**config.mk**
```make
export PLATFORM = sky130hd
export DESIGN_NAME = gpm_port
export DESIGN_NICKNAME = d
export VERILOG_FILES = /design/src/hdl/gpm_pkg.sv /design/src/hdl/gpm_port.sv
export SDC_FILE = /design/constraint.sdc
export NUM_CORES = 1
export LEC_CHECK = 0
export ABC_AREA = 1
export BUFFER_PORTS_ARGS = -buffer_cell sky130_fd_sc_hd__buf_2
export CAP_MARGIN = 20
export CORE_UTILIZATION = 50
export CTS_BUF_LIST = sky130_fd_sc_hd__clkbuf_8
export CTS_CLUSTER_DIAMETER = 60
export DETAILED_ROUTE_END_ITERATION = 16
export GPL_TIMING_DRIVEN = 1
export PLACE_DENSITY = 0.72
export SKIP_LAST_GASP = 1
export SYNTH_ARGS = -nofsm -noshare
export SYNTH_HDL_FRONTEND = slang
export SYNTH_SLANG_ARGS = --single-unit
```
**constraint.sdc**
```tcl
create_clock -name pclk -period 2.42 [get_ports pclk]
set_clock_uncertainty 0.1 [all_clocks]
set_input_delay 0.484 -clock pclk [delete_from_list [all_inputs] [get_ports pclk]]
set_output_delay 0.484 -clock pclk [all_outputs]
set_load 0.01 [all_outputs]
```
**src/hdl/gpm_pkg.sv**
```systemverilog
// constants and types for the gpio port block with pin mux and remap
// ---------------------------------------------------------------
// Functional notes
// RL1 - direction 1: input, read live pin
// RL2 - direction 0: push-pull drive from latch
// RL3 - output pin read returns latch content
// RL4 - interrupt needs PA3-slot input and controller enable
// RL5 - interrupt pin keeps normal I/O behaviour
// RL6 - timer input needs count/capture mode, input direction
// RL7 - timer pin keeps I/O and pull-high
// RL8 - divider output only when selected and output
// RL9 - PWM output only when selected and output
// RL10 - LCD common drives PB0-3 half-bias
// RL11 - analog select disconnects pull-high
// RL12 - remap field resets to zero
// RL13 - remap 00 PA1-4, 01 PC5-2
// RL14 - remap 10 PB0-3, 11 PE0-3
// RL15 - remap independent of function select
// RL16 - data and direction reset to ones
// RL17 - bit set/clear is read-modify-write
// RL18 - falling edge on enabled PA/PC wakes
// RL19 - wake and pull enables reset to zero
// RL20 - pull-high only on inputs, never PA7
// RL21 - unmapped pins plain I/O, function from mapped pin
// RL22 - pin inputs synchronised before use
// ---------------------------------------------------------------
package gpm_pkg;
    localparam int NPORT = 6;
    localparam int PW    = 8;
    // port indices
    localparam logic [2:0] P_A = 3'h0;
    localparam logic [2:0] P_B = 3'h1;
    localparam logic [2:0] P_C = 3'h2;
    localparam logic [2:0] P_E = 3'h4;
    // register groups: offset = group*0x20 + port*4
    localparam logic [11:0] G_DATA  = 12'h000;
    localparam logic [11:0] G_DIR   = 12'h020;
    localparam logic [11:0] G_PU    = 12'h040;
    localparam logic [11:0] G_BSET  = 12'h060;
    localparam logic [11:0] G_BCLR  = 12'h080;
    localparam logic [11:0] A_WAKEA = 12'h0a0;
    localparam logic [11:0] A_WAKEC = 12'h0a4;
    localparam logic [11:0] A_FSEL  = 12'h0a8;
    localparam logic [11:0] A_REMAP = 12'h0ac;
    localparam logic [11:0] A_LCD   = 12'h0b0;
    localparam logic [11:0] A_ANSEL = 12'h0b4;
    localparam logic [11:0] A_STAT  = 12'h0b8;
    localparam logic [11:0] A_PINS  = 12'h0bc;
    localparam logic [11:0] GRP_MSK = 12'hfe0;
    // reset values
    localparam logic [7:0] RST_ONES = 8'hff;
    localparam logic [7:0] RST_ZERO = 8'h00;
    localparam logic [1:0] RST_MAP  = 2'h0;
    localparam logic [7:0] PU_MASK_A = 8'h7f;
    // function select bits
    localparam int FS_PFD  = 0;
    localparam int FS_PWM0 = 1;
    localparam int FS_PWM1 = 2;
    // status bits
    localparam int ST_WAKE = 0;
    // remap slots: divider, timer0, interrupt, timer1
    typedef enum logic [1:0] {
        GPM_MAP_A = 2'h0,
        GPM_MAP_C = 2'h1,
        GPM_MAP_B = 2'h2,
        GPM_MAP_E = 2'h3
    } gpm_map_t;
    // fixed pwm pins: port d bits 0 and 1
    localparam logic [2:0] P_PWM = 3'h3;
    localparam int PWM0_BIT = 0;
    localparam int PWM1_BIT = 1;
    // analog inputs on port b bits 0..7
    localparam logic [2:0] P_AN = 3'h1;
endpackage

```
**src/hdl/gpm_port.sv**
```systemverilog
// gpio ports with direction, pull-high, wake-up, function mux and remap
//
// The APB slave port and the register offsets were chosen for this implementation.
module gpm_port
    import gpm_pkg::*;
#(
    parameter int ADDR_W = 12
) (
    input  wire logic                pclk,
    input  wire logic                presetn,
    input  wire logic                psel,
    input  wire logic                penable,
    input  wire logic                pwrite,
    input  wire logic [ADDR_W-1:0]   paddr,
    input  wire logic [31:0]         pwdata,
    output logic      [31:0]         prdata,
    output logic                     pready,
    output logic                     pslverr,
    input  wire logic [NPORT*PW-1:0] pin_in,
    output logic      [NPORT*PW-1:0] pin_out,
    output logic      [NPORT*PW-1:0] pin_oe,
    output logic      [NPORT*PW-1:0] pin_pullup,
    output logic      [NPORT*PW-1:0] pin_analog,
    input  wire logic                irq_ctrl_en,
    output logic                     ext_irq_level,
    input  wire logic                timer0_count_mode,
    input  wire logic                timer1_count_mode,
    output logic                     timer0_ext_input,
    output logic                     timer1_ext_input,
    input  wire logic                freq_divider_src,
    input  wire logic                pwm0_src,
    input  wire logic                pwm1_src,
    input  wire logic                lcd_bias_phase,
    input  wire logic                sleep_mode,
    output logic                     wake_req
);
    initial begin
        if (ADDR_W < 12) $error("gpm_port: ADDR_W must be at least 12");
    end

    // ---------------------------------------------------------------
    // state
    // ---------------------------------------------------------------
    logic [PW-1:0] data_r   [NPORT];
    logic [PW-1:0] dir_r    [NPORT];
    logic [PW-1:0] pu_r     [NPORT];
    logic [PW-1:0] port_a_wake_enable_r;
    logic [PW-1:0] port_c_wake_enable_r;
    logic [2:0]    function_select_r;
    gpm_map_t      remap_r;
    logic [3:0]    lcd_common_ctrl_r;
    logic [PW-1:0] analog_pin_select_r;
    logic          wake_r;
    logic [NPORT*PW-1:0] sync1_r;
    logic [NPORT*PW-1:0] sync2_r;
    logic [NPORT*PW-1:0] prev_r;

    logic [PW-1:0] pin_s [NPORT];
    logic [PW-1:0] rd_val [NPORT];

    // ---------------------------------------------------------------
    // input synchroniser
    // ---------------------------------------------------------------
    always_ff @(posedge pclk or negedge presetn) begin
        if (!presetn) begin
            sync1_r <= '1;
            sync2_r <= '1;
            prev_r  <= '1;
        end else begin
            sync1_r <= pin_in;  // RL22
            sync2_r <= sync1_r; // RL22
            prev_r  <= sync2_r;
        end
    end

    // read value: live pin for inputs, latch for outputs
    always_comb begin
        for (int p = 0; p < NPORT; p++) begin
            pin_s[p]  = sync2_r[p*PW +: PW];
            rd_val[p] = (dir_r[p] & pin_s[p]) | (~dir_r[p] & data_r[p]); // RL1 RL3
        end
    end

    // ---------------------------------------------------------------
    // apb decode
    // ---------------------------------------------------------------
    logic          wr_en;
    logic [11:0]   a12;
    logic [11:0]   grp;
    logic [2:0]    pidx;
    logic          port_ok;
    assign a12     = paddr[11:0];
    assign grp     = a12 & GRP_MSK;
    assign pidx    = a12[4:2];
    assign port_ok = (pidx < 3'(NPORT)) && (a12[1:0] == 2'h0);
    assign wr_en   = psel && penable && pwrite;
    assign pready  = 1'b1;

    function automatic logic hit_grp(input logic [11:0] g, input logic [11:0] base,
                                     input logic ok);
        return (g == base) && ok;
    endfunction

    logic mapped;
    always_comb begin
        mapped = hit_grp(grp, G_DATA, port_ok) || hit_grp(grp, G_DIR, port_ok)
              || hit_grp(grp, G_PU, port_ok) || hit_grp(grp, G_BSET, port_ok)
              || hit_grp(grp, G_BCLR, port_ok)
              || a12 == A_WAKEA || a12 == A_WAKEC || a12 == A_FSEL
              || a12 == A_REMAP || a12 == A_LCD || a12 == A_ANSEL
              || a12 == A_STAT || a12 == A_PINS;
    end
    assign pslverr = psel && penable && !mapped;

    // ---------------------------------------------------------------
    // port registers
    // ---------------------------------------------------------------
    always_ff @(posedge pclk or negedge presetn) begin
        if (!presetn) begin
            for (int p = 0; p < NPORT; p++) begin
                data_r[p] <= RST_ONES; // RL16
                dir_r[p]  <= RST_ONES; // RL16
                pu_r[p]   <= RST_ZERO; // RL19
            end
        end else if (wr_en && port_ok) begin
            if (grp == G_DATA) data_r[pidx] <= pwdata[PW-1:0];
            if (grp == G_DIR)  dir_r[pidx]  <= pwdata[PW-1:0];
            if (grp == G_PU)   pu_r[pidx]   <= pwdata[PW-1:0];
            // whole port read back, the bits given in pwdata changed, written to latch
            if (grp == G_BSET) data_r[pidx] <= rd_val[pidx] | pwdata[PW-1:0];  // RL17
            if (grp == G_BCLR) data_r[pidx] <= rd_val[pidx] & ~pwdata[PW-1:0]; // RL17
        end
    end

    always_ff @(posedge pclk or negedge presetn) begin
        if (!presetn) begin
            port_a_wake_enable_r <= RST_ZERO; // RL19
            port_c_wake_enable_r <= RST_ZERO; // RL19
            function_select_r    <= '0;
            remap_r              <= gpm_map_t'(RST_MAP); // RL12
            lcd_common_ctrl_r    <= '0;
            analog_pin_select_r  <= RST_ZERO;
        end else if (wr_en) begin
            if (a12 == A_WAKEA) port_a_wake_enable_r <= pwdata[PW-1:0];
            if (a12 == A_WAKEC) port_c_wake_enable_r <= pwdata[PW-1:0];
            if (a12 == A_FSEL)  function_select_r    <= pwdata[2:0];
            if (a12 == A_REMAP) remap_r              <= gpm_map_t'(pwdata[1:0]);
            if (a12 == A_LCD)   lcd_common_ctrl_r    <= pwdata[3:0];
            if (a12 == A_ANSEL) analog_pin_select_r  <= pwdata[PW-1:0];
        end
    end

    // ---------------------------------------------------------------
    // wake-up: sticky, set wins over a clearing write
    // ---------------------------------------------------------------
    logic [PW-1:0] fall_a;
    logic [PW-1:0] fall_c;
    logic          wake_evt;
    assign fall_a   = prev_r[P_A*PW +: PW] & ~pin_s[P_A] & port_a_wake_enable_r;
    assign fall_c   = prev_r[P_C*PW +: PW] & ~pin_s[P_C] & port_c_wake_enable_r;
    assign wake_evt = sleep_mode && (|fall_a || |fall_c); // RL18

    always_ff @(posedge pclk or negedge presetn) begin
        if (!presetn) begin
            wake_r <= 1'b0;
        end else if (wake_evt) begin
            wake_r <= 1'b1; // RL18
        end else if (wr_en && a12 == A_STAT && pwdata[ST_WAKE]) begin
            wake_r <= 1'b0;
        end
    end
    assign wake_req = wake_r;

    // ---------------------------------------------------------------
    // remap: slot pins for divider, timer0, interrupt, timer1
    // ---------------------------------------------------------------
    logic [2:0] slot_port;
    logic [2:0] slot_bit [4];
    always_comb begin
        unique case (remap_r)
            GPM_MAP_A: begin // RL13
                slot_port = P_A;
                for (int s = 0; s < 4; s++) slot_bit[s] = 3'(1 + s);
            end
            GPM_MAP_C: begin // RL13
                slot_port = P_C;
                for (int s = 0; s < 4; s++) slot_bit[s] = 3'(5 - s);
            end
            GPM_MAP_B: begin // RL14
                slot_port = P_B;
                for (int s = 0; s < 4; s++) slot_bit[s] = 3'(s);
            end
            GPM_MAP_E: begin // RL14
                slot_port = P_E;
                for (int s = 0; s < 4; s++) slot_bit[s] = 3'(s);
            end
        endcase
    end

    function automatic logic slot_in_lvl(input logic [PW-1:0] pins,
                                         input logic [PW-1:0] dir,
                                         input logic [2:0] b);
        return pins[b] & dir[b];
    endfunction

    // function inputs come only from the mapped pin, only when it is an input
    always_comb begin
        ext_irq_level    = irq_ctrl_en
            && slot_in_lvl(pin_s[slot_port], dir_r[slot_port], slot_bit[2]); // RL4 RL21
        timer0_ext_input = timer0_count_mode
            && slot_in_lvl(pin_s[slot_port], dir_r[slot_port], slot_bit[1]); // RL6 RL21
        timer1_ext_input = timer1_count_mode
            && slot_in_lvl(pin_s[slot_port], dir_r[slot_port], slot_bit[3]); // RL6 RL21
    end

    // ---------------------------------------------------------------
    // pin drive, pull-high and analog
    // ---------------------------------------------------------------
    logic [PW-1:0] drv  [NPORT];
    logic [PW-1:0] oe   [NPORT];
    logic [PW-1:0] pu   [NPORT];
    logic [PW-1:0] ana  [NPORT];
    always_comb begin
        for (int p = 0; p < NPORT; p++) begin
            // function pins keep plain i/o when their source is not routed
            drv[p] = data_r[p];  // RL2 RL5 RL7
            oe[p]  = ~dir_r[p];  // RL2
            pu[p]  = pu_r[p] & dir_r[p]; // RL20
            ana[p] = '0;
        end
        pu[P_A] = pu[P_A] & PU_MASK_A; // RL20
        // divider routed by select bit to the slot-0 pin chosen by the remap field
        if (function_select_r[FS_PFD] && !dir_r[slot_port][slot_bit[0]]) begin
            drv[slot_port][slot_bit[0]] = freq_divider_src; // RL8 RL15
        end
        if (function_select_r[FS_PWM0] && !dir_r[P_PWM][PWM0_BIT]) begin
            drv[P_PWM][PWM0_BIT] = pwm0_src; // RL9
        end
        if (function_select_r[FS_PWM1] && !dir_r[P_PWM][PWM1_BIT]) begin
            drv[P_PWM][PWM1_BIT] = pwm1_src; // RL9
        end
        // lcd common: half bias shown as drive toggling with phase,
        // mid level left to the analog pad
        for (int k = 0; k < 4; k++) begin
            if (lcd_common_ctrl_r[k]) begin
                drv[P_B][k] = lcd_bias_phase; // RL10
                oe[P_B][k]  = 1'b1;           // RL10
                pu[P_B][k]  = 1'b0;
            end
        end
        ana[P_AN] = analog_pin_select_r;
        pu[P_AN]  = pu[P_AN] & ~analog_pin_select_r; // RL11
    end

    // registered pin outputs
    always_ff @(posedge pclk or negedge presetn) begin
        if (!presetn) begin
            pin_out    <= '1;
            pin_oe     <= '0;
            pin_pullup <= '0;
            pin_analog <= '0;
        end else begin
            for (int p = 0; p < NPORT; p++) begin
                pin_out[p*PW +: PW]    <= drv[p];
                pin_oe[p*PW +: PW]     <= oe[p];
                pin_pullup[p*PW +: PW] <= pu[p];
                pin_analog[p*PW +: PW] <= ana[p];
            end
        end
    end

    // ---------------------------------------------------------------
    // read mux, registered in the setup cycle
    // ---------------------------------------------------------------
    logic [31:0] rd_nxt;
    always_comb begin
        rd_nxt = '0;
        if (port_ok) begin
            if (grp == G_DATA || grp == G_BSET || grp == G_BCLR)
                rd_nxt[PW-1:0] = rd_val[pidx]; // RL1 RL3
            if (grp == G_DIR) rd_nxt[PW-1:0] = dir_r[pidx];
            if (grp == G_PU)  rd_nxt[PW-1:0] = pu_r[pidx];
        end
        unique case (a12)
            A_WAKEA: rd_nxt[PW-1:0] = port_a_wake_enable_r;
            A_WAKEC: rd_nxt[PW-1:0] = port_c_wake_enable_r;
            A_FSEL:  rd_nxt[2:0]    = function_select_r;
            A_REMAP: rd_nxt[1:0]    = remap_r;
            A_LCD:   rd_nxt[3:0]    = lcd_common_ctrl_r;
            A_ANSEL: rd_nxt[PW-1:0] = analog_pin_select_r;
            A_STAT:  rd_nxt[ST_WAKE] = wake_r;
            default: ;
        endcase
    end

    always_ff @(posedge pclk or negedge presetn) begin
        if (!presetn) begin
            prdata <= '0;
        end else if (psel && !penable && !pwrite) begin
            prdata <= rd_nxt;
        end
    end
endmodule
```
# --- After elaboration in Yosys (flattened, before gate mapping) ---
# Index checks and enable logic that the tools add are counted.
word_totals:
  out_inout_bits: 230
  inputBits: 105
  ff_bits: 457
  wordCells: 238
op_classes:
  muxes: 74
  bitwise_logic: 46
  eq_ne: 15
  reduce_logical: 60
  magnitude_cmp: 10
op_table:
  columns: ["cell", "count"]
  rows:
  - ["$bwmux 48", 6]
  - ["$mux 48", 6]
  - ["$and 8x8->8", 23]
  - ["$mux 8", 16]
  - ["$bmux 8 s3", 5]
  - ["$eq 12x8->1 const B", 8]
  - ["$not 8->8", 10]
  - ["$or 8x8->8", 7]
  - ["$demux 8 s3", 2]
  - ["$pmux 12 s3", 1]
  - ["$logic_and 1x1->1", 24]
  - ["$mux 1", 24]
  - ["$bmux 1 s3", 7]
  - ["$lt 3x4->1 const B", 4]
  - ["$reduce_and 2->1", 8]
  - ["$reduce_or 8->1", 2]
  - ["$logic_or 1x1->1", 15]
  - ["$eq 7x2->1 const B", 2]
  - ["$logic_not 12->1", 1]
  - ["$pmux 3 s4", 1]
  - ["$pmux 4 s3", 1]
  - ["$ge 4x4->1 const B", 2]
  - ["$lt 4x1->1 const B", 2]
  - ["$not 3->4", 2]
  - ["other kinds (17)", 26]

# --- Longest topological paths before layout ---
# Gate-level depths: netlist of run 1.
depth:
  word_depth: 17
  depth_mapped: 14

# --- Worst setup path after synthesis of run 1 ---
# Ideal clock, no wire load.
synth_timing:
  path_type: "reg2out"
  start: "reg remap_r[1]"
  end: "out timer1_ext_input"
  required_ps: 1836
  arrival_time_ps: 1476
  setup_slack_ps: 360
  path_stages_with_launch: 9
  cell_sequence: "dfrtp_1 -> buf_2 -> nand2_1 -> o21ai_0 -> o21ai_0 -> o21ai_0 -> o21ai_0 -> nand3_1 -> a21boi_0"
synth_via:
  elab_chain_cells: 10
synth_lines:
  columns: ["element", "line", "text"]
  rows:
  - ["from (decl)", "gpm_port.sv:50", "gpm_map_t remap_r;"]
  - ["from (signal assigned)", "gpm_port.sv:140", "remap_r <= gpm_map_t'(RST_MAP);"]
  - ["from (signal assigned)", "gpm_port.sv:147", "if (a12 == A_REMAP) remap_r <= gpm_map_t'(pwdata[1:0]);"]
  - ["$eq 2x2->1, or another cell as far along", "gpm_port.sv:180", "unique case (remap_r)"]
  - ["$pmux 3 s4", "gpm_port.sv:180", null]
  - ["$not 3->4 (not written as such)", "gpm_port.sv:213", "&& slot_in_lvl(pin_s[slot_port], dir_r[slot_port], slot_bit[3]);"]
  - ["$bmux 8 s3", "gpm_port.sv:213", null]
  - ["$mux 8 (not written as such) (2 in a row)", "gpm_port.sv:213", null]
  - ["$bmux 1 s3", "gpm_port.sv:203", "return pins[b] & dir[b];"]
  - ["$mux 1 (not written as such)", "gpm_port.sv:203", null]
  - ["$and 1x1->1 *", "gpm_port.sv:203", null]
  - ["$logic_and 1x1->1 *", "gpm_port.sv:213", null]
  - ["to (decl)", "gpm_port.sv:29", "output logic timer1_ext_input,"]
# Every way passes the cells marked *; elsewhere a longest branch is shown, timed or not. The select of a mux whose other input is x is not followed.

# --- Worst setup path after layout of run 1 ---
layout_timing:
  start: "reg remap_r[1]"
  end: "out timer0_ext_input"
layout_via:
  elab_chain_cells: 10
layout_lines:
  columns: ["element", "line", "text"]
  rows:
  - ["$eq 2x2->1, or another cell as far along", "gpm_port.sv:180", null]
  - ["$pmux 3 s4", "gpm_port.sv:180", null]
  - ["$not 3->4 (not written as such)", "gpm_port.sv:211", "&& slot_in_lvl(pin_s[slot_port], dir_r[slot_port], slot_bit[1]);"]
  - ["$bmux 8 s3", "gpm_port.sv:211", null]
  - ["$mux 8 (not written as such) (2 in a row)", "gpm_port.sv:211", null]
  - ["$bmux 1 s3", "gpm_port.sv:203", null]
  - ["$mux 1 (not written as such)", "gpm_port.sv:203", null]
  - ["$and 1x1->1 *", "gpm_port.sv:203", null]
  - ["$logic_and 1x1->1 *", "gpm_port.sv:211", null]
  - ["to (decl)", "gpm_port.sv:28", "output logic timer0_ext_input,"]
# Marks and branches as above.

==> results of run 1 <==
==> critical path: cells and delay by family, from the launching register on <==
| family | cells | cell delay [ps] |
|---|---|---|
| AND/OR/NAND/NOR | 3 | 260 |
| flip-flops | 1 | 480 |
| AO/OA/AOI/OAI | 3 | 300 |
| buffers and inverters | 4 | 460 |
==> final timing paths <==
| path | to | slack (ps) | cells after the start |
|---|---|---|---|
| worst max-delay path | timer0_ext_input | -330 | 10 |
| worst min-delay path | pin_out[32]$_DFF_PN1_ | 30 | 3 |
| worst max register to register | pin_out[8]$_DFF_PN1_ | 340 | 10 |
| worst min register to register | sync2_r[3]$_DFF_PN1_ | 240 | 0 |
| max in group asynchronous | sync1_r[35]$_DFF_PN1_ | 1190 | 4 |
| min in group asynchronous | analog_pin_select_r[5]$_DFFE_PN0P_ | 200 | 2 |
==> timing repair <==
action,4_1_cts,5_1_grt
cloned,0,0
endpoints found under the hold margin,168,0
resized for setup,27,12
setup endpoints to repair,4,4
hold buffers,53,0
buffers inserted,7,5
pin swaps,8,6
==> per-layer routing <==
metal / global-route usage, % / part of all wire (%) / vias to the layer above / wire length, um
met1: 46.2 / 43 / 7981 / 27700
met3: 6.33 / 8.1 / 135 / 5260
met5: 0 / 0.022 / - / 14
li1: - / - / 7510 / -
met2: 50.5 / 46 / 845 / 29600
met4: 13.2 / 3.2 / 2 / 2080
==> state kept, by name, indices dropped and copies added, names as in the netlist <==
| name | flops |
|---|---|
| data_r | 48 |
| dir_r | 48 |
| pin_oe | 48 |
| pin_out | 48 |
| pu_r | 48 |
| sync1_r | 48 |
| sync2_r | 48 |
| pin_pullup | 47 |
| prev_r | 16 |
| analog_pin_select_r | 8 |
| pin_analog | 8 |
| port_a_wake_enable_r | 8 |
| port_c_wake_enable_r | 8 |
| prdata | 8 |
| lcd_common_ctrl_r | 4 |
| function_select_r | 3 |
| remap_r | 2 |
| wake_req | 1 |
==> through the flow <==
step / hold slack, ps / cells / power [uW]
2_1_floorplan: 88.4 / 2194 / 8450
3_3_place_gp: 247 / 2925 / 8940
3_5_place_dp: 247 / 2925 / 8950
4_1_cts: 9.86 / 3124 / 16000
5_1_grt: 53.0 / 3132 / 16500
6_report: 27.2 / 3132 / 16000
==> cell type report <==
type | instances | area share, %
antenna | 3 | 0.0311
timing repair buffer | 431 | 12.3
inverter | 222 | 3.53
multi-input combinational | 1370 | 26.9
sequential | 449 | 48.0
tap | 518 | 2.69
clock inverter | 46 | 1.31
clock buffer | 93 | 5.31
==> where the power goes <==
| part | total, uW | internal, uW | switching (uW) |
|---|---|---|---|
| combinational | 1080 | 362 | 715 |
| sequential | 7850 | 7770 | 83.6 |
| clock | 7030 | 3920 | 3120 |
==> cells in the mapped netlist (all sizes together) (3+ instances only) <==
cell type,instances,area share [%]
nand4,16,0.51
a21oi,90,2.3
clkbuf,38,0.73
o22ai,10,0.32
o211ai,38,1.5
or2,9,0.29
dfstp,256,34
a21boi,6,0.23
nor3b,3,0.12
inv,221,4.3
nand3,118,3.2
a211oi,4,0.15
buf,115,4.2
dfrtp,193,25
nor2,160,4.1
nor3,13,0.33
o21ai,208,5.6
nand2,621,13
==> cell families after synthesis <==
family / after synthesis / synth area share [%]
simple gates: 941 / 21.1
flops: 449 / 59.2
buf+inv: 375 / 9.25
compound gates: 363 / 10.4
other cells: 2 / 0.0385
==> results.cfg, run 1 <==
[sta]
setup_slack_ps = -330
slew_headroom_pct = 63.8
fmax_ghz = 0.364
fin_crit_ps = 2750
worst_pin_slew_ps = 541
rsz0062_at_grt = true
finalSetupViolCount = 3
slew_violations = 0
period_share_pct = 114
hold_viol = 0
fin_setup_tns_ps = -926

[floorplan]
die_w_um = 200
floorplan.initialDensity_pct = 50.6
die_h_um = 200
io_pins = 335
coreArea_sq_um = 38600
dieArea_sq_um = 39800
num_rows = 72

[placement]
placement.cell_area_sq_um = 21800
hpwl_um = 47900
io_buffer_count = 244
place_worst_setup_slack_ps = -76.7
gp_congestion = 0.973

[worst_setup_path]
cpPeakStageDelay_ps = 480
cpMaxStageDelayCell = dfrtp_2
critPathLaunchType = flop
path_max_fanout = 5
cp-startpoint = remap_r[1]$_DFFE_PN0P_
cp.arrival_ps = 2170
r2r_start = remap_r[1]$_DFFE_PN0P_
path_class = reg -> out
crit_path_end_kind = output port
crit_chain = buf_6, buf_6, nor2_4, inv_2, o22ai_2, o221ai_1, o21ai_1, nor2_1, nor2_1, buf_2
required_ps = 1840

[logic_synthesis]
postSynthAreaPerCell_sq_um = 9.17
netlist_area_sq_um = 19500
synth_edf_count = 0
synth_cell_type_count = 45
synthArstFlopShare_pct = 100
ys_warn_count = 0
syn_inst = 2130
ys_ff_latch = 449
ys.flop_type = dfstp_2
ys_seq_area_share_pct = 59.2

[layout]
layout_commonest_cell = nand2_1
multi_input_area_sq_um = 6480
nFillCells = 3379
final_core_util_pct = 62.5
fin_nets = 2655
drive_gt1_share_pct = 32.9
fin_area_sq_um = 24100
regArea_sq_um = 11600
area_growth_pct = 23.4
mostFrequentLayoutCells = 598 x nand2_1, 256 x dfstp_2, 242 x buf_2

[global_route]
track_usage_pct = 33.0
grt_first_pass_wirelength_um = 95700
grt_pass1_vias = 15900
grt_max_degree = 105
grt_remaining_overflow = 0
antenna_found_initial = 4

[drt]
first_iter_violations = 1553
via_count = 16500
avgRoutedWirePerCell_um = 20.7
viasPerCell = 5.26
postRouteAntennaNets = 0
drc = 0
wirelength_um = 64700
dr.pass1.iters = 5

[power]
ir_worst_vdd_mv = 0.442
leakage_uw = 0.0118
powerDensity_nw_per_um2 = 662

[run_status]
status = finished, violations left
violations = negative setup slack

[clock_network]
tritoncts = built
cts_buffers = 76
htreeDepth = 3
path_clk_slew_ps = 60
clockBufferDepth = 3
cts_root_buffer = clkbuf_8
numClockSinks = 449
clk_latency_ps = 660

[hold_path]
hold_class = in -> reg
worstHoldStart = freq_divider_src

[run]
drv_cap = 0
Power figures use the tool's default switching activity.
==> run 2: changes to the inputs <==
--- a/config.mk
+++ b/config.mk
@@ -8,12 +8,10 @@
 export ABC_AREA = 1
 export BUFFER_PORTS_ARGS = -buffer_cell sky130_fd_sc_hd__buf_2
 export CAP_MARGIN = 20
-export CORE_UTILIZATION = 50
-export CTS_BUF_LIST = sky130_fd_sc_hd__clkbuf_8
+export CORE_UTILIZATION = 35
 export CTS_CLUSTER_DIAMETER = 60
 export DETAILED_ROUTE_END_ITERATION = 16
 export GPL_TIMING_DRIVEN = 1
-export PLACE_DENSITY = 0.72
 export SKIP_LAST_GASP = 1
 export SYNTH_ARGS = -nofsm -noshare
 export SYNTH_HDL_FRONTEND = slang
==> results.cfg, run 2 (same netlist as run 1, synthesis figures left out) <==
[floorplan]
die_w_um = 238
num_rows = 86
io_pins = 335
die_h_um = 238
dieArea_sq_um = 56700
coreArea_sq_um = 55100
floorplan.initialDensity_pct = 35.4

[worst_setup_path]
path_max_fanout = 7
regToRegSetupSlack_ps = 380
critPathLaunchType = flop
crit_path_end_kind = output port
cp.arrival_ps = 2090
path_class = reg -> out
rr_endpoint = data_r[14]$_DFFE_PN1P_
required_ps = 1840
rr_worst_depth = 7
r2r_start = dir_r[38]$_DFFE_PN1P_

[placement]
io_buffer_count = 244
gp_congestion = 0.996
hpwl_um = 51700

[sta]
rsz0062_at_grt = true
fin_crit_ps = 2680
setup_slack_ps = -257
fin_setup_tns_ps = -688
fmax_ghz = 0.374
slew_violations = 0
hold_viol = 0
finalSetupViolCount = 3
period_share_pct = 111

[clock_network]
numClockSinks = 449
cts_buffers = 48
tritoncts = built
cts_root_buffer = clkbuf_16
clk_latency_ps = 590
clockBufferDepth = 3
htreeDepth = 2
path_clk_slew_ps = 60

[power]
p_int_uw = 12900
leakage_uw = 0.0118
power_frac_clock_pct = 46.6
switching_share_pct = 23.4
switching_power_uw = 3940
power.total_uw = 16800
ir_worst_vdd_mv = 0.484
seqPwrFrac_pct = 46.8
powerDensity_nw_per_um2 = 678
power_frac_comb_pct = 6.5

[run_status]
violations = negative setup slack
status = finished, violations left

[global_route]
grt_remaining_overflow = 0
grt_max_degree = 78
antenna_found_initial = 5
grt_pass1_vias = 15600
track_usage_pct = 24.1
grt_first_pass_wirelength_um = 101000

[drt]
viasPerCell = 4.89
dr.pass1.iters = 7
drc = 0
first_iter_violations = 1577
via_count = 16200
avgRoutedWirePerCell_um = 20.7
wirelength_um = 68600
postRouteAntennaNets = 0

[layout]
layout_commonest_cell = nand2_1
mostFrequentLayoutCells = 593 x nand2_1, 256 x dfstp_2, 239 x buf_2
drive_gt1_share_pct = 33.8
fin_nets = 2632
area_growth_pct = 26.8

[hold_path]
worstHoldStart = sleep_mode
hold_end = wake_req$_DFFE_PN0P_
hold_class = in -> reg
worstHoldPathCells = 3

[run]
drv_cap = 0
## run 2: worst max path at each step
stage | from | to | slack [ps]
2_1_floorplan | remap_r[1]$_DFFE_PN0P_ | timer1_ext_input | 360
3_3_place_gp | paddr[3] | pslverr | -5
3_5_place_dp | paddr[3] | pslverr | -2
4_1_cts | dir_r[26]$_DFFE_PN1P_ | ext_irq_level | -270
5_1_grt | remap_r[1]$_DFFE_PN0P_ | ext_irq_level | -330
6_report | remap_r[1]$_DFFE_PN0P_ | ext_irq_level | -260
## run 2: per-stage QoR
step,worst slack (ps),instance area (sq um),std cells,util [%],hold WS (ps)
after floorplan,360,19800,2194,-,88.4
after global placement,-5.35,22200,3165,40.3,247
after detailed placement,-2.36,22200,3165,40.3,247
after CTS,-272,24500,3304,44.4,6.39
after global routing,-332,24700,3315,44.9,32.2
final,-257,24800,3316,44.9,36.2
## run 2: layout make-up
type | count | area, sq um
Tap cell | 748 | 936
Fill cell | 5401 | 30300
Timing Repair Buffer | 436 | 3100
Sequential cell | 449 | 11600
Clock inverter | 22 | 288
Clock buffer | 68 | 1440
Inverter | 222 | 861
Multi-Input combinational cell | 1370 | 6570
Antenna cell | 1 | 2.50
## run 2: critical path, cell delays in order (launching register included)
cell      delay (ps)
dfrtp_2          520
buf_6            160
nand2_2           70
o22ai_2          200
inv_2             60
o221ai_2          60
nand3_1          140
a21boi_1         160
buf_2            150
## run 2: routing by layer
layer,wire length [um],global-route usage [%],vias up
li1,-,-,7466
met1,29400,33.1,7898
met2,31700,37.7,700
met3,4940,4.37,133
met4,2490,9.17,8
met5,54,0,-
## run 2: power groups by stage
stage	logic, uW	clock network, uW	registers, uW
6_report	1100	7830	7860
3_5_place_dp	1010	0	7980
2_1_floorplan	501	0	7950
3_3_place_gp	995	0	7980
5_1_grt	1190	8320	7870
4_1_cts	1070	8010	7860
## run 2: timing repair
action	4_1_cts	5_1_grt
hold buffers	49	0
pin swaps	8	22
gates cloned	0	1
setup buffers	0	11
endpoints found under the hold margin	77	0
setup endpoints to repair	4	4
resized for setup	16	60
==> run 3: changes to the inputs <==
--- a/config.mk
+++ b/config.mk
@@ -12,6 +12,7 @@
 export CTS_CLUSTER_DIAMETER = 60
 export DETAILED_ROUTE_END_ITERATION = 16
 export GPL_TIMING_DRIVEN = 1
+export SETUP_SLACK_MARGIN = 0.05
 export SKIP_LAST_GASP = 1
 export SYNTH_ARGS = -nofsm -noshare
 export SYNTH_HDL_FRONTEND = slang
==> results.cfg, run 3 (same netlist as run 1, synthesis figures left out) <==
[run_status]
status = finished, violations left
violations = negative setup slack

[layout]
nFillCells = 5394
multi_input_area_sq_um = 6620
fin_nets = 2634
layout_commonest_cell = nand2_1
mostFrequentLayoutCells = 588 x nand2_1, 256 x dfstp_2, 237 x buf_2
layout.cells.non_filler = 3318
final_core_util_pct = 45.0
area_growth_pct = 27.0
regArea_sq_um = 11600
drive_gt1_share_pct = 34.1

[worst_setup_path]
critPathLaunchType = flop
r2r_start = dir_r[16]$_DFFE_PN1P_
path_max_fanout = 7
rr_worst_depth = 10
crit_path_end_kind = output port
rr_endpoint = data_r[32]$_DFFE_PN1P_
regToRegSetupSlack_ps = 380
required_ps = 1840
cp.arrival_ps = 2090
path_class = reg -> out

[sta]
finalSetupViolCount = 3
period_share_pct = 110
slew_violations = 0
finalHoldWorstSlack_ps = 30.4
rsz0062_at_grt = true
fin_setup_tns_ps = -701
setup_slack_ps = -252
hold_viol = 0
fin_crit_ps = 2670
fmax_ghz = 0.374

[clock_network]
htreeDepth = 2
numClockSinks = 449
tritoncts = built
path_clk_slew_ps = 60
cts_root_buffer = clkbuf_16
clockBufferDepth = 3
cts_buffers = 48
clk_latency_ps = 590

[drt]
drc = 0
avgRoutedWirePerCell_um = 20.7
via_count = 16300
viasPerCell = 4.90
first_iter_violations = 1579
wirelength_um = 68700
dr.pass1.iters = 6
postRouteAntennaNets = 0

[floorplan]
io_pins = 335
dieArea_sq_um = 56700
floorplan.initialDensity_pct = 35.4
num_rows = 86
coreArea_sq_um = 55100
die_h_um = 238
die_w_um = 238

[placement]
place_inst = 3165
hpwl_um = 51700
gp_congestion = 0.996
io_buffer_count = 244

[global_route]
grt_first_pass_wirelength_um = 101000
grt_remaining_overflow = 0
grt_pass1_vias = 15700
grt_max_degree = 78
track_usage_pct = 24.1
antenna_found_initial = 4

[power]
power.total_uw = 16800
powerDensity_nw_per_um2 = 678
leakage_uw = 0.0118
ir_worst_vdd_mv = 0.484

[hold_path]
hold_class = in -> reg
hold_end = wake_req$_DFFE_PN0P_
worstHoldPathCells = 3
worstHoldStart = sleep_mode

[run]
drv_cap = 0
-- run 3: changes by cell type in the layout (fill, tap and decap cells not counted), moves of 2 or more --
cell	previous run	this run
buf_2	239	237
buf_4	119	126
nor2_2	16	13
nand2_1	593	588
nand2_2	12	17
nor2_4	12	16
-- run 3: worst max-delay path by stage --
stage	from	end	slack (ps)	depth (start not counted)
after floorplan	remap_r[1]$_DFFE_PN0P_	timer1_ext_input	360	8
after global placement	paddr[3]	pslverr	-5	10
after detailed placement	paddr[3]	pslverr	-2	10
after CTS	dir_r[26]$_DFFE_PN1P_	ext_irq_level	-270	9
after global routing	remap_r[1]$_DFFE_PN0P_	ext_irq_level	-330	8
final	remap_r[1]$_DFFE_PN0P_	ext_irq_level	-250	8
-- run 3: final cells by class --
type | instances | area share, %
well taps | 748 | 3.77
flip-flops and latches | 449 | 46.6
inverters | 222 | 3.47
repair buffers | 438 | 12.5
diodes | 1 | 0.0101
clock buffers | 68 | 5.80
multi-input cells | 1370 | 26.7
clock inverters | 22 | 1.16
-- run 3: what timing repair did --
item                       CTS  global route
hold endpoints to repair    77             0
hold buffers                49             0
gates resized for setup     18            71
buffers inserted             2            11
setup endpoints to repair    4             4
pin swaps                   10            29
-- run 3: metal layers --
metal / wire length, um / part of all wire (%) / GRT usage (%) / vias up
met3: 4920 / 7.2 / 4.40 / 143
met5: 40 / 0.058 / 0 / -
met2: 31600 / 46 / 37.6 / 713
met1: 29500 / 43 / 33.1 / 7921
li1: - / - / - / 7469
met4: 2650 / 3.8 / 9.58 / 6
-- run 3: where the power goes --
part           switching [uW]  internal [uW]
clock                    3130           4720
combinational             728            374
sequential               96.8           7760
total                    3960          12900
-- run 3: critical path, stage by stage (launching register included) --
cell and delay, ps:
dfrtp_2 520, buf_6 160, nand2_2 80, o22ai_2 200, inv_2 60, o221ai_2 50
nand3_1 140, a21boi_1 150, buf_2 150
-- run 3: stage by stage --
step | cell area [sq um] | worst slack (ps)
final | 24800 | -252
after global placement | 22200 | -5.35
after CTS | 24500 | -272
after detailed placement | 22200 | -2.36
after floorplan | 19800 | 360
after global routing | 24800 | -332
